### config.mk
export PLATFORM = sky130hd
export DESIGN_NAME = psb_stage
export DESIGN_NICKNAME = d
export VERILOG_FILES = /design/src/design/psb_pkg.sv /design/src/design/psb_inverse_acc.sv /design/src/design/psb_stage.sv
export VERILOG_INCLUDE_DIRS = /design/src /design/src/design
export SDC_FILE = /design/constraint.sdc
export NUM_CORES = 2
export LEC_CHECK = 0
export ABC_AREA = 1
export BUFFER_PORTS_ARGS = -buffer_cell sky130_fd_sc_hd__buf_2
export CORE_MARGIN = 1
export CORE_UTILIZATION = 50
export CTS_BUF_LIST = sky130_fd_sc_hd__clkbuf_8
export DETAILED_ROUTE_END_ITERATION = 8
export GPL_TIMING_DRIVEN = 0
export MAX_ROUTING_LAYER = met4
export PLACE_DENSITY = 0.68
export SKIP_LAST_GASP = 1
export SYNTH_ARGS = -nofsm -noshare
export SYNTH_HDL_FRONTEND = slang
export SYNTH_HIERARCHICAL = 1
export SYNTH_SLANG_ARGS = --single-unit
### constraint.sdc
create_clock -name clk -period 12.69 [get_ports clk]
set_input_delay 1.9035 -clock clk [delete_from_list [all_inputs] [get_ports clk]]
set_output_delay 1.9035 -clock clk [all_outputs]
set_load 0.02 [all_outputs]
### src/design/psb_cfg.svh
// register map, field positions, reset values and timing constants of the protection stage
`ifndef PSB_CFG_SVH
`define PSB_CFG_SVH

`define PSB_CLK_HZ          50000000
`define PSB_TICK_MS         1
`define PSB_TICK_CLKS       (`PSB_CLK_HZ / 1000 * `PSB_TICK_MS)
`define PSB_STEP_MS         5
`define PSB_BLOCK_LEAD_MS   5

`define PSB_RESET_PCT       8'h61
`define PSB_FULL_PCT        8'h64

`define PSB_OFS_CTRL        8'h00
`define PSB_OFS_DELAY       8'h04
`define PSB_OFS_DIAL        8'h08
`define PSB_OFS_PICKUP      8'h0C
`define PSB_OFS_PARAM       8'h10
`define PSB_OFS_STATUS      8'h14
`define PSB_OFS_IRQSTAT     8'h18
`define PSB_OFS_IRQMASK     8'h1C
`define PSB_OFS_STAMP       8'h20
`define PSB_OFS_LASTEVT     8'h24

`define PSB_CTRL_TYPE       0
`define PSB_CTRL_SERIES     1
`define PSB_CTRL_CURVE_LO   2
`define PSB_CTRL_CURVE_HI   4

`define PSB_RST_DELAY       19'h00008
`define PSB_RST_DIAL        12'h005
`define PSB_RST_PICKUP      16'h0100
`define PSB_RST_PARAM       16'h0010

`define PSB_IRQ_START       0
`define PSB_IRQ_BLOCK       1
`define PSB_IRQ_TRIP        2

`define PSB_FIRST_PARAM     3'h4
`define PSB_SECOND_PARAM    3'h7
`define PSB_GAIN_NORMAL     16'h0046
`define PSB_GAIN_EXTREME    16'h0FA0
`define PSB_GAIN_VERY       16'h02A3
`define PSB_GAIN_LONG       16'h1770
`define PSB_GAIN_MODERATE   16'h0020

`endif

### src/design/psb_pkg.sv
// types shared by the protection stage files
package psb_pkg;
    typedef enum logic {DEFINITE_DELAY_MODE, INVERSE_DELAY_MODE} psb_delay_t;
    typedef enum logic {FIRST_SERIES, SECOND_SERIES} psb_series_t;
    typedef enum logic [1:0] {ST_IDLE, ST_STARTED, ST_INHIBITED, ST_TRIPPED} psb_state_t;
endpackage

### src/design/psb_inverse_acc.sv
// inverse-time integrator: trips when accumulated excess reaches dial x gain x setting
`timescale 1ns/1ps
module psb_inverse_acc
    import psb_pkg::*;
(
    input  wire logic        clk,
    input  wire logic        rst,
    input  wire logic        tick,
    input  wire logic        run,
    input  wire logic [15:0] meas,
    input  wire logic [15:0] pickupSet,
    input  wire logic [11:0] dial,
    input  wire logic [15:0] gain,
    output logic             done
);
    logic [47:0] acc;
    logic [47:0] limit;

    // delay = dial*gain/(ratio-1) ticks; integrating avoids a divider
    assign limit = 48'(dial) * 48'(gain) * 48'(pickupSet);

    always_ff @(posedge clk)
    begin
        if (rst || !run)
            acc <= 48'h0;
        else if (tick && meas > pickupSet)
            acc <= acc + 48'(meas - pickupSet);
    end

    always_ff @(posedge clk)
    begin
        if (rst || !run)
            done <= 1'b0;
        else
            done <= (acc >= limit);
    end
endmodule // psb_inverse_acc

### src/design/psb_stage.sv
// protection stage: blocking, start, operate-delay timer, events, ahb-lite registers
`timescale 1ns/1ps
`include "psb_cfg.svh"
module psb_stage
    import psb_pkg::*;
#(
    parameter int TICK_CLKS = `PSB_TICK_CLKS
)
(
    input  wire logic        clk,
    input  wire logic        rst,
    input  wire logic        hsel,
    input  wire logic [31:0] haddr,
    input  wire logic [1:0]  htrans,
    input  wire logic        hwrite,
    input  wire logic [2:0]  hsize,
    input  wire logic [31:0] hwdata,
    input  wire logic        hready,
    output logic [31:0]      hrdata,
    output logic             hreadyout,
    output logic             hresp,
    input  wire logic [15:0] measIn,
    input  wire logic        blockIn,
    input  wire logic [2:0]  faultType,
    output logic             start,
    output logic             stageInhibited,
    output logic             trip,
    output logic             evtValid,
    output logic [31:0]      evtTime,
    output logic [15:0]      evtCurrent,
    output logic [2:0]       evtFault,
    output logic             irq
);
    psb_state_t  state;
    psb_state_t  next_state;
    logic [31:0] divCnt;
    logic        tick;
    logic [31:0] stamp;
    logic        pickAct;
    logic        newPick;
    logic        blockSample;
    logic [20:0] elapsedMs;
    logic [21:0] delayMs;
    logic        tripNow;
    logic        invDone;
    logic [15:0] startCurrent;
    logic [15:0] curveGain;
    psb_delay_t  delayType;
    psb_series_t series;
    logic [2:0]  curveSel;
    logic [18:0] defDelay;
    logic [11:0] dial;
    logic [15:0] pickupSet;
    logic [15:0] paramA;
    logic [2:0]  irqStat;
    logic [2:0]  irqMask;
    logic [2:0]  irqSet;
    logic        wrPend;
    logic [7:0]  wrAddr;

    function automatic logic pickEval(input logic prev, input logic [15:0] m,
                                      input logic [15:0] s);
        logic [23:0] mScaled;
        logic [23:0] sScaled;
        mScaled = 24'(m) * 24'(`PSB_FULL_PCT);
        sScaled = 24'(s) * 24'(`PSB_RESET_PCT);
        if (prev)
            pickEval = (mScaled > sScaled);
        else
            pickEval = (m > s);
    endfunction

    // unknown codes fall back to the normal gain so an illegal selection still trips; parametric codes use userA
    function automatic logic [15:0] gainOf(input psb_series_t ser, input logic [2:0] cv,
                                           input logic [15:0] userA);
        unique case (cv)
            3'h1:    gainOf = (ser == FIRST_SERIES) ? `PSB_GAIN_EXTREME : `PSB_GAIN_VERY;
            3'h2:    gainOf = (ser == FIRST_SERIES) ? `PSB_GAIN_VERY : `PSB_GAIN_EXTREME;
            3'h3:    gainOf = `PSB_GAIN_LONG;
            3'h4:    gainOf = (ser == FIRST_SERIES) ? userA : `PSB_GAIN_MODERATE;
            3'h5:    gainOf = (ser == FIRST_SERIES) ? `PSB_GAIN_NORMAL : `PSB_GAIN_VERY;
            3'h6:    gainOf = (ser == FIRST_SERIES) ? `PSB_GAIN_NORMAL : `PSB_GAIN_EXTREME;
            3'h7:    gainOf = (ser == FIRST_SERIES) ? `PSB_GAIN_NORMAL : userA;
            default: gainOf = `PSB_GAIN_NORMAL;
        endcase
    endfunction

    // processing cycle timebase
    always_ff @(posedge clk)
    begin
        if (rst || divCnt == 32'(TICK_CLKS - 1))
            divCnt <= 32'h0;
        else
            divCnt <= divCnt + 32'h1;
    end

    always_ff @(posedge clk)
    begin
        if (rst)
            tick <= 1'b0;
        else
            tick <= (divCnt == 32'(TICK_CLKS - 1));
    end

    always_ff @(posedge clk)
    begin
        if (rst)
            stamp <= 32'h0;
        else if (tick)
            stamp <= stamp + 32'h1;
    end

    assign delayMs   = 22'(defDelay) * 22'(`PSB_STEP_MS);
    assign curveGain = gainOf(series, curveSel, paramA);
    assign newPick   = pickEval(pickAct, measIn, pickupSet);

    always_comb
    begin
        if (delayType == DEFINITE_DELAY_MODE)
            tripNow = (22'(elapsedMs) + 22'h1 >= delayMs);
        else
            tripNow = invDone && (22'(elapsedMs) + 22'h1 >= delayMs);
    end

    always_comb
    begin
        next_state = state;
        unique case (state)
            ST_IDLE, ST_INHIBITED:
                if (newPick && blockIn)
                    next_state = ST_INHIBITED;
                else if (newPick)
                    next_state = tripNow ? ST_TRIPPED : ST_STARTED;
                else
                    next_state = ST_IDLE;
            ST_STARTED, ST_TRIPPED:
                if (newPick && blockIn)
                    next_state = ST_INHIBITED;
                else if (!newPick)
                    next_state = ST_IDLE;
                else if (tripNow)
                    next_state = ST_TRIPPED;
        endcase
    end

    always_ff @(posedge clk)
    begin
        if (rst)
            state <= ST_IDLE;
        else if (tick)
            state <= next_state;
    end

    always_ff @(posedge clk)
    begin
        if (rst)
        begin
            pickAct     <= 1'b0;
            blockSample <= 1'b0;
        end
        else if (tick)
        begin
            pickAct     <= newPick;
            blockSample <= blockIn;
        end
    end

    // timer restarts from zero whenever the stage leaves the started states
    always_ff @(posedge clk)
    begin
        if (rst)
            elapsedMs <= 21'h0;
        else if (tick)
        begin
            if (next_state == ST_STARTED && state == ST_STARTED)
                elapsedMs <= elapsedMs + 21'h1;
            else if (next_state != ST_TRIPPED)
                elapsedMs <= 21'h0;
        end
    end

    always_ff @(posedge clk)
    begin
        if (rst)
        begin
            start          <= 1'b0;
            stageInhibited <= 1'b0;
            trip           <= 1'b0;
        end
        else if (tick)
        begin
            start          <= (next_state == ST_STARTED || next_state == ST_TRIPPED);
            stageInhibited <= (next_state == ST_INHIBITED);
            trip           <= (next_state == ST_TRIPPED);
        end
    end

    always_ff @(posedge clk)
    begin
        if (rst)
            startCurrent <= 16'h0;
        else if (tick && (state == ST_IDLE || state == ST_INHIBITED) && newPick && !blockIn)
            startCurrent <= measIn;
    end

    always_ff @(posedge clk)
    begin
        if (rst)
        begin
            evtValid   <= 1'b0;
            evtTime    <= 32'h0;
            evtCurrent <= 16'h0;
            evtFault   <= 3'h0;
        end
        else if (tick && next_state == ST_INHIBITED && state != ST_INHIBITED)
        begin
            evtValid   <= 1'b1;
            evtTime    <= stamp;
            evtCurrent <= (state == ST_IDLE) ? measIn : startCurrent;
            evtFault   <= faultType;
        end
        else
            evtValid <= 1'b0;
    end

    psb_inverse_acc u_inv (
        .clk       (clk),
        .rst       (rst),
        .tick      (tick),
        .run       (delayType == INVERSE_DELAY_MODE && state == ST_STARTED),
        .meas      (measIn),
        .pickupSet (pickupSet),
        .dial      (dial),
        .gain      (curveGain),
        .done      (invDone)
    );

    assign irqSet = {tick && next_state == ST_TRIPPED && state != ST_TRIPPED,
                     tick && next_state == ST_INHIBITED && state != ST_INHIBITED,
                     tick && (next_state == ST_STARTED || next_state == ST_TRIPPED)
                          && (state == ST_IDLE || state == ST_INHIBITED)};

    // ahb-lite slave, zero wait states, writes land in the data phase
    always_ff @(posedge clk)
    begin
        if (rst)
        begin
            wrPend <= 1'b0;
            wrAddr <= 8'h0;
        end
        else if (hready)
        begin
            wrPend <= hsel && htrans[1] && hwrite;
            wrAddr <= haddr[7:0];
        end
    end

    always_ff @(posedge clk)
    begin
        if (rst)
        begin
            delayType <= DEFINITE_DELAY_MODE;
            series    <= FIRST_SERIES;
            curveSel  <= 3'h0;
            defDelay  <= `PSB_RST_DELAY;
            dial      <= `PSB_RST_DIAL;
            pickupSet <= `PSB_RST_PICKUP;
            paramA    <= `PSB_RST_PARAM;
            irqMask   <= 3'h0;
        end
        else if (wrPend)
        begin
            unique case (wrAddr)
                `PSB_OFS_CTRL:
                begin
                    delayType <= psb_delay_t'(hwdata[`PSB_CTRL_TYPE]);
                    series    <= psb_series_t'(hwdata[`PSB_CTRL_SERIES]);
                    curveSel  <= hwdata[`PSB_CTRL_CURVE_HI:`PSB_CTRL_CURVE_LO];
                end
                `PSB_OFS_DELAY:   defDelay  <= hwdata[18:0];
                `PSB_OFS_DIAL:    dial      <= hwdata[11:0];
                `PSB_OFS_PICKUP:  pickupSet <= hwdata[15:0];
                `PSB_OFS_PARAM:   paramA    <= hwdata[15:0];
                `PSB_OFS_IRQMASK: irqMask   <= hwdata[2:0];
                default:          ;
            endcase
        end
    end

    // a new event wins over a write-one-to-clear in the same cycle
    always_ff @(posedge clk)
    begin
        if (rst)
            irqStat <= 3'h0;
        else if (wrPend && wrAddr == `PSB_OFS_IRQSTAT)
            irqStat <= (irqStat & ~hwdata[2:0]) | irqSet;
        else
            irqStat <= irqStat | irqSet;
    end

    always_ff @(posedge clk)
    begin
        if (rst)
            irq <= 1'b0;
        else
            irq <= |(irqStat & irqMask);
    end

    always_ff @(posedge clk)
    begin
        if (rst)
            hrdata <= 32'h0;
        else if (hready && hsel && htrans[1] && !hwrite)
        begin
            unique case (haddr[7:0])
                `PSB_OFS_CTRL:    hrdata <= {27'h0, curveSel, series, delayType};
                `PSB_OFS_DELAY:   hrdata <= {13'h0, defDelay};
                `PSB_OFS_DIAL:    hrdata <= {20'h0, dial};
                `PSB_OFS_PICKUP:  hrdata <= {16'h0, pickupSet};
                `PSB_OFS_PARAM:   hrdata <= {16'h0, paramA};
                `PSB_OFS_STATUS:  hrdata <= {27'h0, blockSample, pickAct, trip,
                                             stageInhibited, start};
                `PSB_OFS_IRQSTAT: hrdata <= {29'h0, irqStat};
                `PSB_OFS_IRQMASK: hrdata <= {29'h0, irqMask};
                `PSB_OFS_STAMP:   hrdata <= stamp;
                `PSB_OFS_LASTEVT: hrdata <= {13'h0, evtFault, evtCurrent};
                default:          hrdata <= 32'h0;
            endcase
        end
    end

    always_ff @(posedge clk)
    begin
        if (rst)
        begin
            hreadyout <= 1'b1;
            hresp     <= 1'b0;
        end
        else
        begin
            hreadyout <= 1'b1;
            hresp     <= 1'b0;
        end
    end
endmodule // psb_stage

Word-level counts from Yosys, hierarchy flattened
Index checks and enable logic that the tools add are counted.
- flip-flop bits (word level): 326
- input bits: 94
- output and inout port bits: 90
- word-level logic and storage cells: 145
- add/subtract/negate cells: 6
- $mul: 5
- magnitude comparators: 4
- eq/ne operators: 32
- multiplexer cells: 22
- bitwise gates (word level): 5
- reductions and logical operators: 41
- operators with widths (cell ; number):
    $pmux 32 s10 ; 1
    $pmux 16 s7 ; 1
    $add 32x1->32 const B ; 2
    $eq 8x5->1 const B ; 7
    $add 48x48->48 ; 1
    $ge 48x44->1 ; 1
    $mux 16 ; 3
    $mul 28x16->44 ; 1
    $mux 21 ; 2
    $mux 12 ; 3
    $eq 32x16->1 const B ; 1
    $eq 8x4->1 const B ; 4
    $mul 12x16->28 ; 1
    $gt 23x23->1 ; 1
    $mul 16x7->23 const B ; 1
    $add 21x1->22 const B ; 1
    $ge 22x22->1 ; 1
    $mul 19x3->22 const B ; 1
    $add 21x1->21 const B ; 1
    $mul 16x5->21 const B ; 1
    $logic_and 1x1->1 ; 20
    $sub 16x16->17 ; 1
    $eq 8x3->1 const B ; 2
    $eq 8x6->1 const B ; 2
    other kinds (23) ; 55

Logic depth before layout (Yosys ltp)
- depth after elaboration: 14
- depth in mapped cells: 64
- mapped depth without buffers: 61

Modules after synthesis
Netlist, hierarchy kept.
- by module, submodules not included (module ; instances ; cells each ; area each (sq um) ; seq. area each (sq um)):
    psb_inverse_acc ; 1 ; 4123 ; 28748.8 ; 980.9
    psb_stage ; 1 ; 2632 ; 18258.8 ; 5525.3

Worst setup path after synthesis
No wires, ideal clock.
- path kind: reg-to-reg
- start point: register curveSel[2]
- end point: register u_inv.done
- setup time: 0.056 ns
- arrival time: 11.273 ns
- required time: 12.634 ns
- path slack: 1.361 ns
- stages on the path, launching flop included: 56
- buffers on the path: 2
- period minus slack after synthesis: 11.329 ns
- cells stage by stage: dfxtp_1 inv_1 nor2_1 inv_1 nor2_1 a21oi_1 clkbuf_1 o21ai_0 clkbuf_1 nand2_1 fa_1 inv_1 fa_1 inv_1 fa_1 inv_1 fa_1 inv_1 [... 20 more ...] ha_1 a21oi_1 o21ai_0 a21oi_1 nor2_1 nor3_1 nand3_1 nand2_1 nand2_1 ha_1 nand2_1 nor2_1 nand4_1 nor2_1 nand4_1 nand4_1 nand2_1 inv_1
- cells in the longest elaborated chain, start to end: 5
- elaborated cells between the ends (all ways): 11
- those cells by class: mul (2); order compare (1); eq/ne (7); mux (1)
- ends and longest elaborated chain (item ; line ; RTL):
    start: declaration ; psb_stage.sv:50 ; logic [2:0] curveSel;
    start signal: assignment ; psb_stage.sv:278 ; curveSel <= hwdata[`PSB_CTRL_CURVE_HI:`PSB_CTRL_CURVE_LO];
    $eq 3x3->1, or another cell as far along ; psb_stage.sv:76 ; unique case (cv)
    $pmux 16 s7 * ; psb_stage.sv:76 ;
    named net curveGain[8] ; psb_stage.sv:47 ; logic [15:0] curveGain;
    $mul 12x16->28 * ; psb_inverse_acc.sv:20 ; assign limit = 48'(dial) * 48'(gain) * 48'(pickupSet);
    $mul 28x16->44 * ; psb_inverse_acc.sv:20 ;
    $ge 48x44->1 * ; psb_inverse_acc.sv:35 ; done <= (acc >= limit);
    end signal: assignment ; psb_inverse_acc.sv:35 ;
    end: declaration ; psb_inverse_acc.sv:14 ; output logic done
The timed path passes the listed nets; every way through them passes the cells marked *.
A chain may end at the register's enable or synchronous reset.

Final worst setup path
- start point: register dial[6]
- end point: register u_inv.done
- cells in the longest elaborated chain, start to end: 3
- ends and longest elaborated chain (item ; line ; RTL):
    start: declaration ; psb_stage.sv:52 ; logic [11:0] dial;
    start signal: assignment ; psb_stage.sv:266 ; dial <= `PSB_RST_DIAL;
    start signal: assignment ; psb_stage.sv:281 ; `PSB_OFS_DIAL: dial <= hwdata[11:0];
    $mul 12x16->28 ; psb_inverse_acc.sv:20 ;
    $mul 28x16->44 ; psb_inverse_acc.sv:20 ;
    $ge 48x44->1 ; psb_inverse_acc.sv:35 ;
No other way between the ends.

==> metrics.md <==
| Metric | Value |
|---|---|
| Net Sw Power | `0.780 mW` |
| Register bit total from synthesis | `325` |
| HPWL after DPL | `129,000 microns` |
| Largest net degree at the start of global routing | `32` |
| VDD IR max | `79.7 uV` |
| Critical Path Source | `dial[6]$_SDFFE_PP0P_` |
| Most Frequent Cell on Critical Path | `fa_1` |
| Status | `complete, no violations` |
| Fraction of layout cells with a size suffix above 1 | `0.0739` |
| Hold Path Depth | `2` |
| Clk root buf | `clkbuf_8` |
| Via density | `5.37` |
| Fin crit share | `0.961` |
| Synth Area per Inst | `6.96 sq um` |
| Synth Area in Adders | `0.358` |
| Sequential area share after synthesis | `0.138` |
| CTS Buf Count | `60` |
| Post-synth EDFFs | `0` |
| Largest stage delay, worst path | `0.63 ns` |
| Worst path required time | `13.33 ns` |
| Global-route wire length before repair | `244,000 microns` |
| Vias in the first global route | `43,900` |
| DIE HEIGHT | `309 microns` |
| Crit path capture | `u_inv/done$_SDFF_PP0_` |
| Int Pwr | `1.75 mW` |
| Area fraction in compound gates after synthesis | `0.0875` |
| Final Setup Violations | `0` |
| I/O pins | `184` |
| Skew final | `0.0363 ns` |
| Logic pwr share | `0.175` |
| Final nets | `8,097` |
| Switching share of power | `0.309` |
| Syn nets | `7,881` |
| First DRT Iteration DRCs | `3,843` |
| Final number of hold-violating endpoints | `0` |
| WL final | `156,000 microns` |
| Max Fclk | `0.0820 GHz` |
| Die Wd | `309 microns` |
| Clk sink count | `325` |
| Final GP Congestion | `1.02` |
| Aggregate global routing overflow | `0` |
| Critical path's top delay family | `adder cells` |
| Simple-Gate Fraction of Synth Area | `0.255` |
| Setup crit start kind | `register` |
| Cell accounting for the most synthesized area | `fa_1` |
| Leakage | `26.6 nW` |
| Crit path max-delay cell type | `clkbuf_1` |
| Tot GR Track Use | `0.341` |
| Cells after synthesis | `6,755` |
| Worst setup EP type | `register` |
| Async S/R FF share, synth | `0` |
| Post-synth top cells | `nand2_1 (1,610), inv_1 (1,354), nor2_1 (712)` |
| Arr. time, crit path | `12.84 ns` |
| Share of power burned in the clock network | `0.419` |
| Skew-Pair Late Insertion Delay | `0.71 ns` |
| Max-cap viol count | `0` |
| Hold Crit Class | `reg2reg` |
| TNS Setup | `0 ns` |
| Slew @ Worst Pin | `1.17 ns` |
| CTS tree | `built` |
| Routed via count | `44,400` |
| Warnings, synthesis | `6` |
| Total Power | `2.53 mW` |
| H-tree levels | `2` |
| I/O Buffers | `140` |
| Initial antenna violation count | `6` |
| Initial core utilization | `0.504` |
| Pwr dens | `49.2 nW/um^2` |
| Most frequent cell after synthesis | `nand2_1` |
| Synth Flop Type | `dfxtp_1` |
| Flop-to-flop setup slack | `0.49 ns` |
| Core ar. | `93,200 sq um` |
| Synth area leaders | `fa_1 (22%), dfxtp_1 (14%), ha_1 (14%)` |
| Final Max Slew Viols | `0` |
| Multiplexer share of the synthesized area | `0` |
| Main combinational cell family by area after synthesis | `adder cells` |
| Cell count along the critical path | `47` |
| Reg-to-Reg End | `u_inv/done$_SDFF_PP0_` |
| Max_slew headroom | `0.218` |
| Synth top area share | `0.223` |
| Die area | `95,200 sq um` |
| Routed wire per std cell | `18.8 microns` |
| Row count | `112` |
| Cell area after synthesis | `47,000 sq um` |
| Setup CP Type | `reg2reg` |
| Yosys cell types | `63` |
| Pre-antenna DRT Iters | `6` |
| Worst R2R Start | `dial[6]$_SDFFE_PP0P_` |
| Seq pwr share | `0.407` |
| Synth Area in XOR/XNOR | `0.0302` |
| Clock buffer depth | `3` |
| DR DRC count | `0` |
| Syn-to-layout area delta | `9.23%` |
| Worst r2r path cells | `47` |
| CP Buf/Inv Count | `13` |
| Worst Path Max Fanout | `10` |
| Crit path time final | `12.20 ns` |
| Hold_sp | `hrdata[22]$_SDFFE_PP0P_` |
| Reg clk slew, reported paths | `0.07 ns` |
| Fillers | `9,314` |
| Hold bufs inserted after CTS | `0` |
| Detail Route Antenna Nets | `0` |
==> flip-flops by register name, summed over array words and instances, names as in the netlist, 19 cells and up <==
| signal | cells |
|---|---|
| defDelay | 19 |
| divCnt | 32 |
| elapsedMs | 21 |
| evtTime | 32 |
| hrdata | 32 |
| stamp | 32 |
| u_inv/acc | 48 |
==> through the flow <==
step | hold WS, ns | setup WS, ns | instances | area (sq um) | utilization
4_1_cts | 0.462 | 0.0171 | 8257 | 50700 | 0.545
6_report | 0.462 | 0.489 | 8271 | 51300 | 0.551
5_1_grt | 0.487 | -0.112 | 8271 | 51300 | 0.551
2_1_floorplan | 0.429 | 1.36 | 6755 | 47000 | -
3_3_place_gp | 0.437 | -1.01 | 8149 | 49300 | 0.529
3_5_place_dp | 0.453 | -1.01 | 8149 | 49300 | 0.529
==> cells by family (layout without fill, tap and decap cells) <==
group           Yosys count  count (layout)
xor+xnor                162             162
buf+inv                1583            1841
fa+ha+maj              1032            1032
other cells               2               6
flops                   325             325
compound gates          759             759
simple gates           2892            2892
==> worst min-delay path by stage <==
| stage | end |
|---|---|
| floorplan | divCnt[0]$_SDFF_PP0_ |
| finish | hrdata[22]$_SDFFE_PP0P_ |
| detailed placement | blockSample$_SDFFE_PP0P_ |
| global route | hrdata[24]$_SDFFE_PP0P_ |
| global placement | divCnt[0]$_SDFF_PP0_ |
| CTS | blockSample$_SDFFE_PP0P_ |
==> what timing repair did <==
item                                    4_1_cts  5_1_grt
hold endpoints to repair                      0        0
buffers inserted                              4       11
pin swaps                                     5       22
resized for setup                            79      146
endpoints found under the setup margin        1        1
==> layout by cell type, fill, tap and decap left out, types with 8 or more instances in the layout <==
cell         n
nand2_1   1593
inv_1     1371
nor2_1     690
fa_1       520
ha_1       490
a21oi_1    353
dfxtp_1    322
nand3_1    291
o21ai_0    235
buf_2      161
clkbuf_1   140
xor2_1     109
clkbuf_8    73
nor3_1      72
nand4_1     61
xnor2_1     53
nand2_2     36
nor2_2      34
o21ai_1     32
buf_4       27
buf_6       18
nand3_2     18
nor4_1      17
a21oi_2     16
a21o_1      15
nand3b_1    15
nand2_4     14
nor3_2      13
o21bai_1    13
inv_2       11
o22ai_1     10
ha_4        10
a31oi_1      9
o21a_1       9
a21boi_0     8
o211ai_1     8
clkbuf_4     8
ha_2         8
==> worst reg2reg max path, delay by kind of cell, from the launching register on <==
kind                     cells  cell delay, ns
buffers and inverters       13            2.01
adder cells (fa/ha/maj)     14            6.56
AND/OR/NAND/NOR             19            3.11
AO/OA/AOI/OAI                1            0.09
flip-flops                   1            0.39
==> per-layer routing <==
layer,global-route usage,up-vias,share of wire
li1,-,21300,-
met1,0.453,21100,0.43
met2,0.531,1720,0.45
met3,0.0551,290,0.085
met4,0.107,0,0.035
met5,-,-,0
==> area by class of cell <==
class	count	area [sq um]	share of cell area
diodes	4	10.0	0.000195
plain buffers	218	1140	0.0222
clock buffers	71	977	0.0190
clock inverters	33	235	0.00458
inverters	1364	5120	0.0998
multi-input cells	4847	34900	0.681
flip-flops and latches	325	6510	0.127
well taps	1254	1570	0.0306
repair buffers	155	838	0.0163
==> power by group through the flow <==
stage,Clock (mW),Combinational [mW],Sequential [mW]
after floorplan,0,0.313,1.05
after global placement,0,0.425,1.05
after detailed placement,0,0.433,1.05
after CTS,1.07,0.437,1.03
after global routing,1.12,0.507,1.03
final,1.06,0.441,1.03
(Power assumes the default switching activity.)
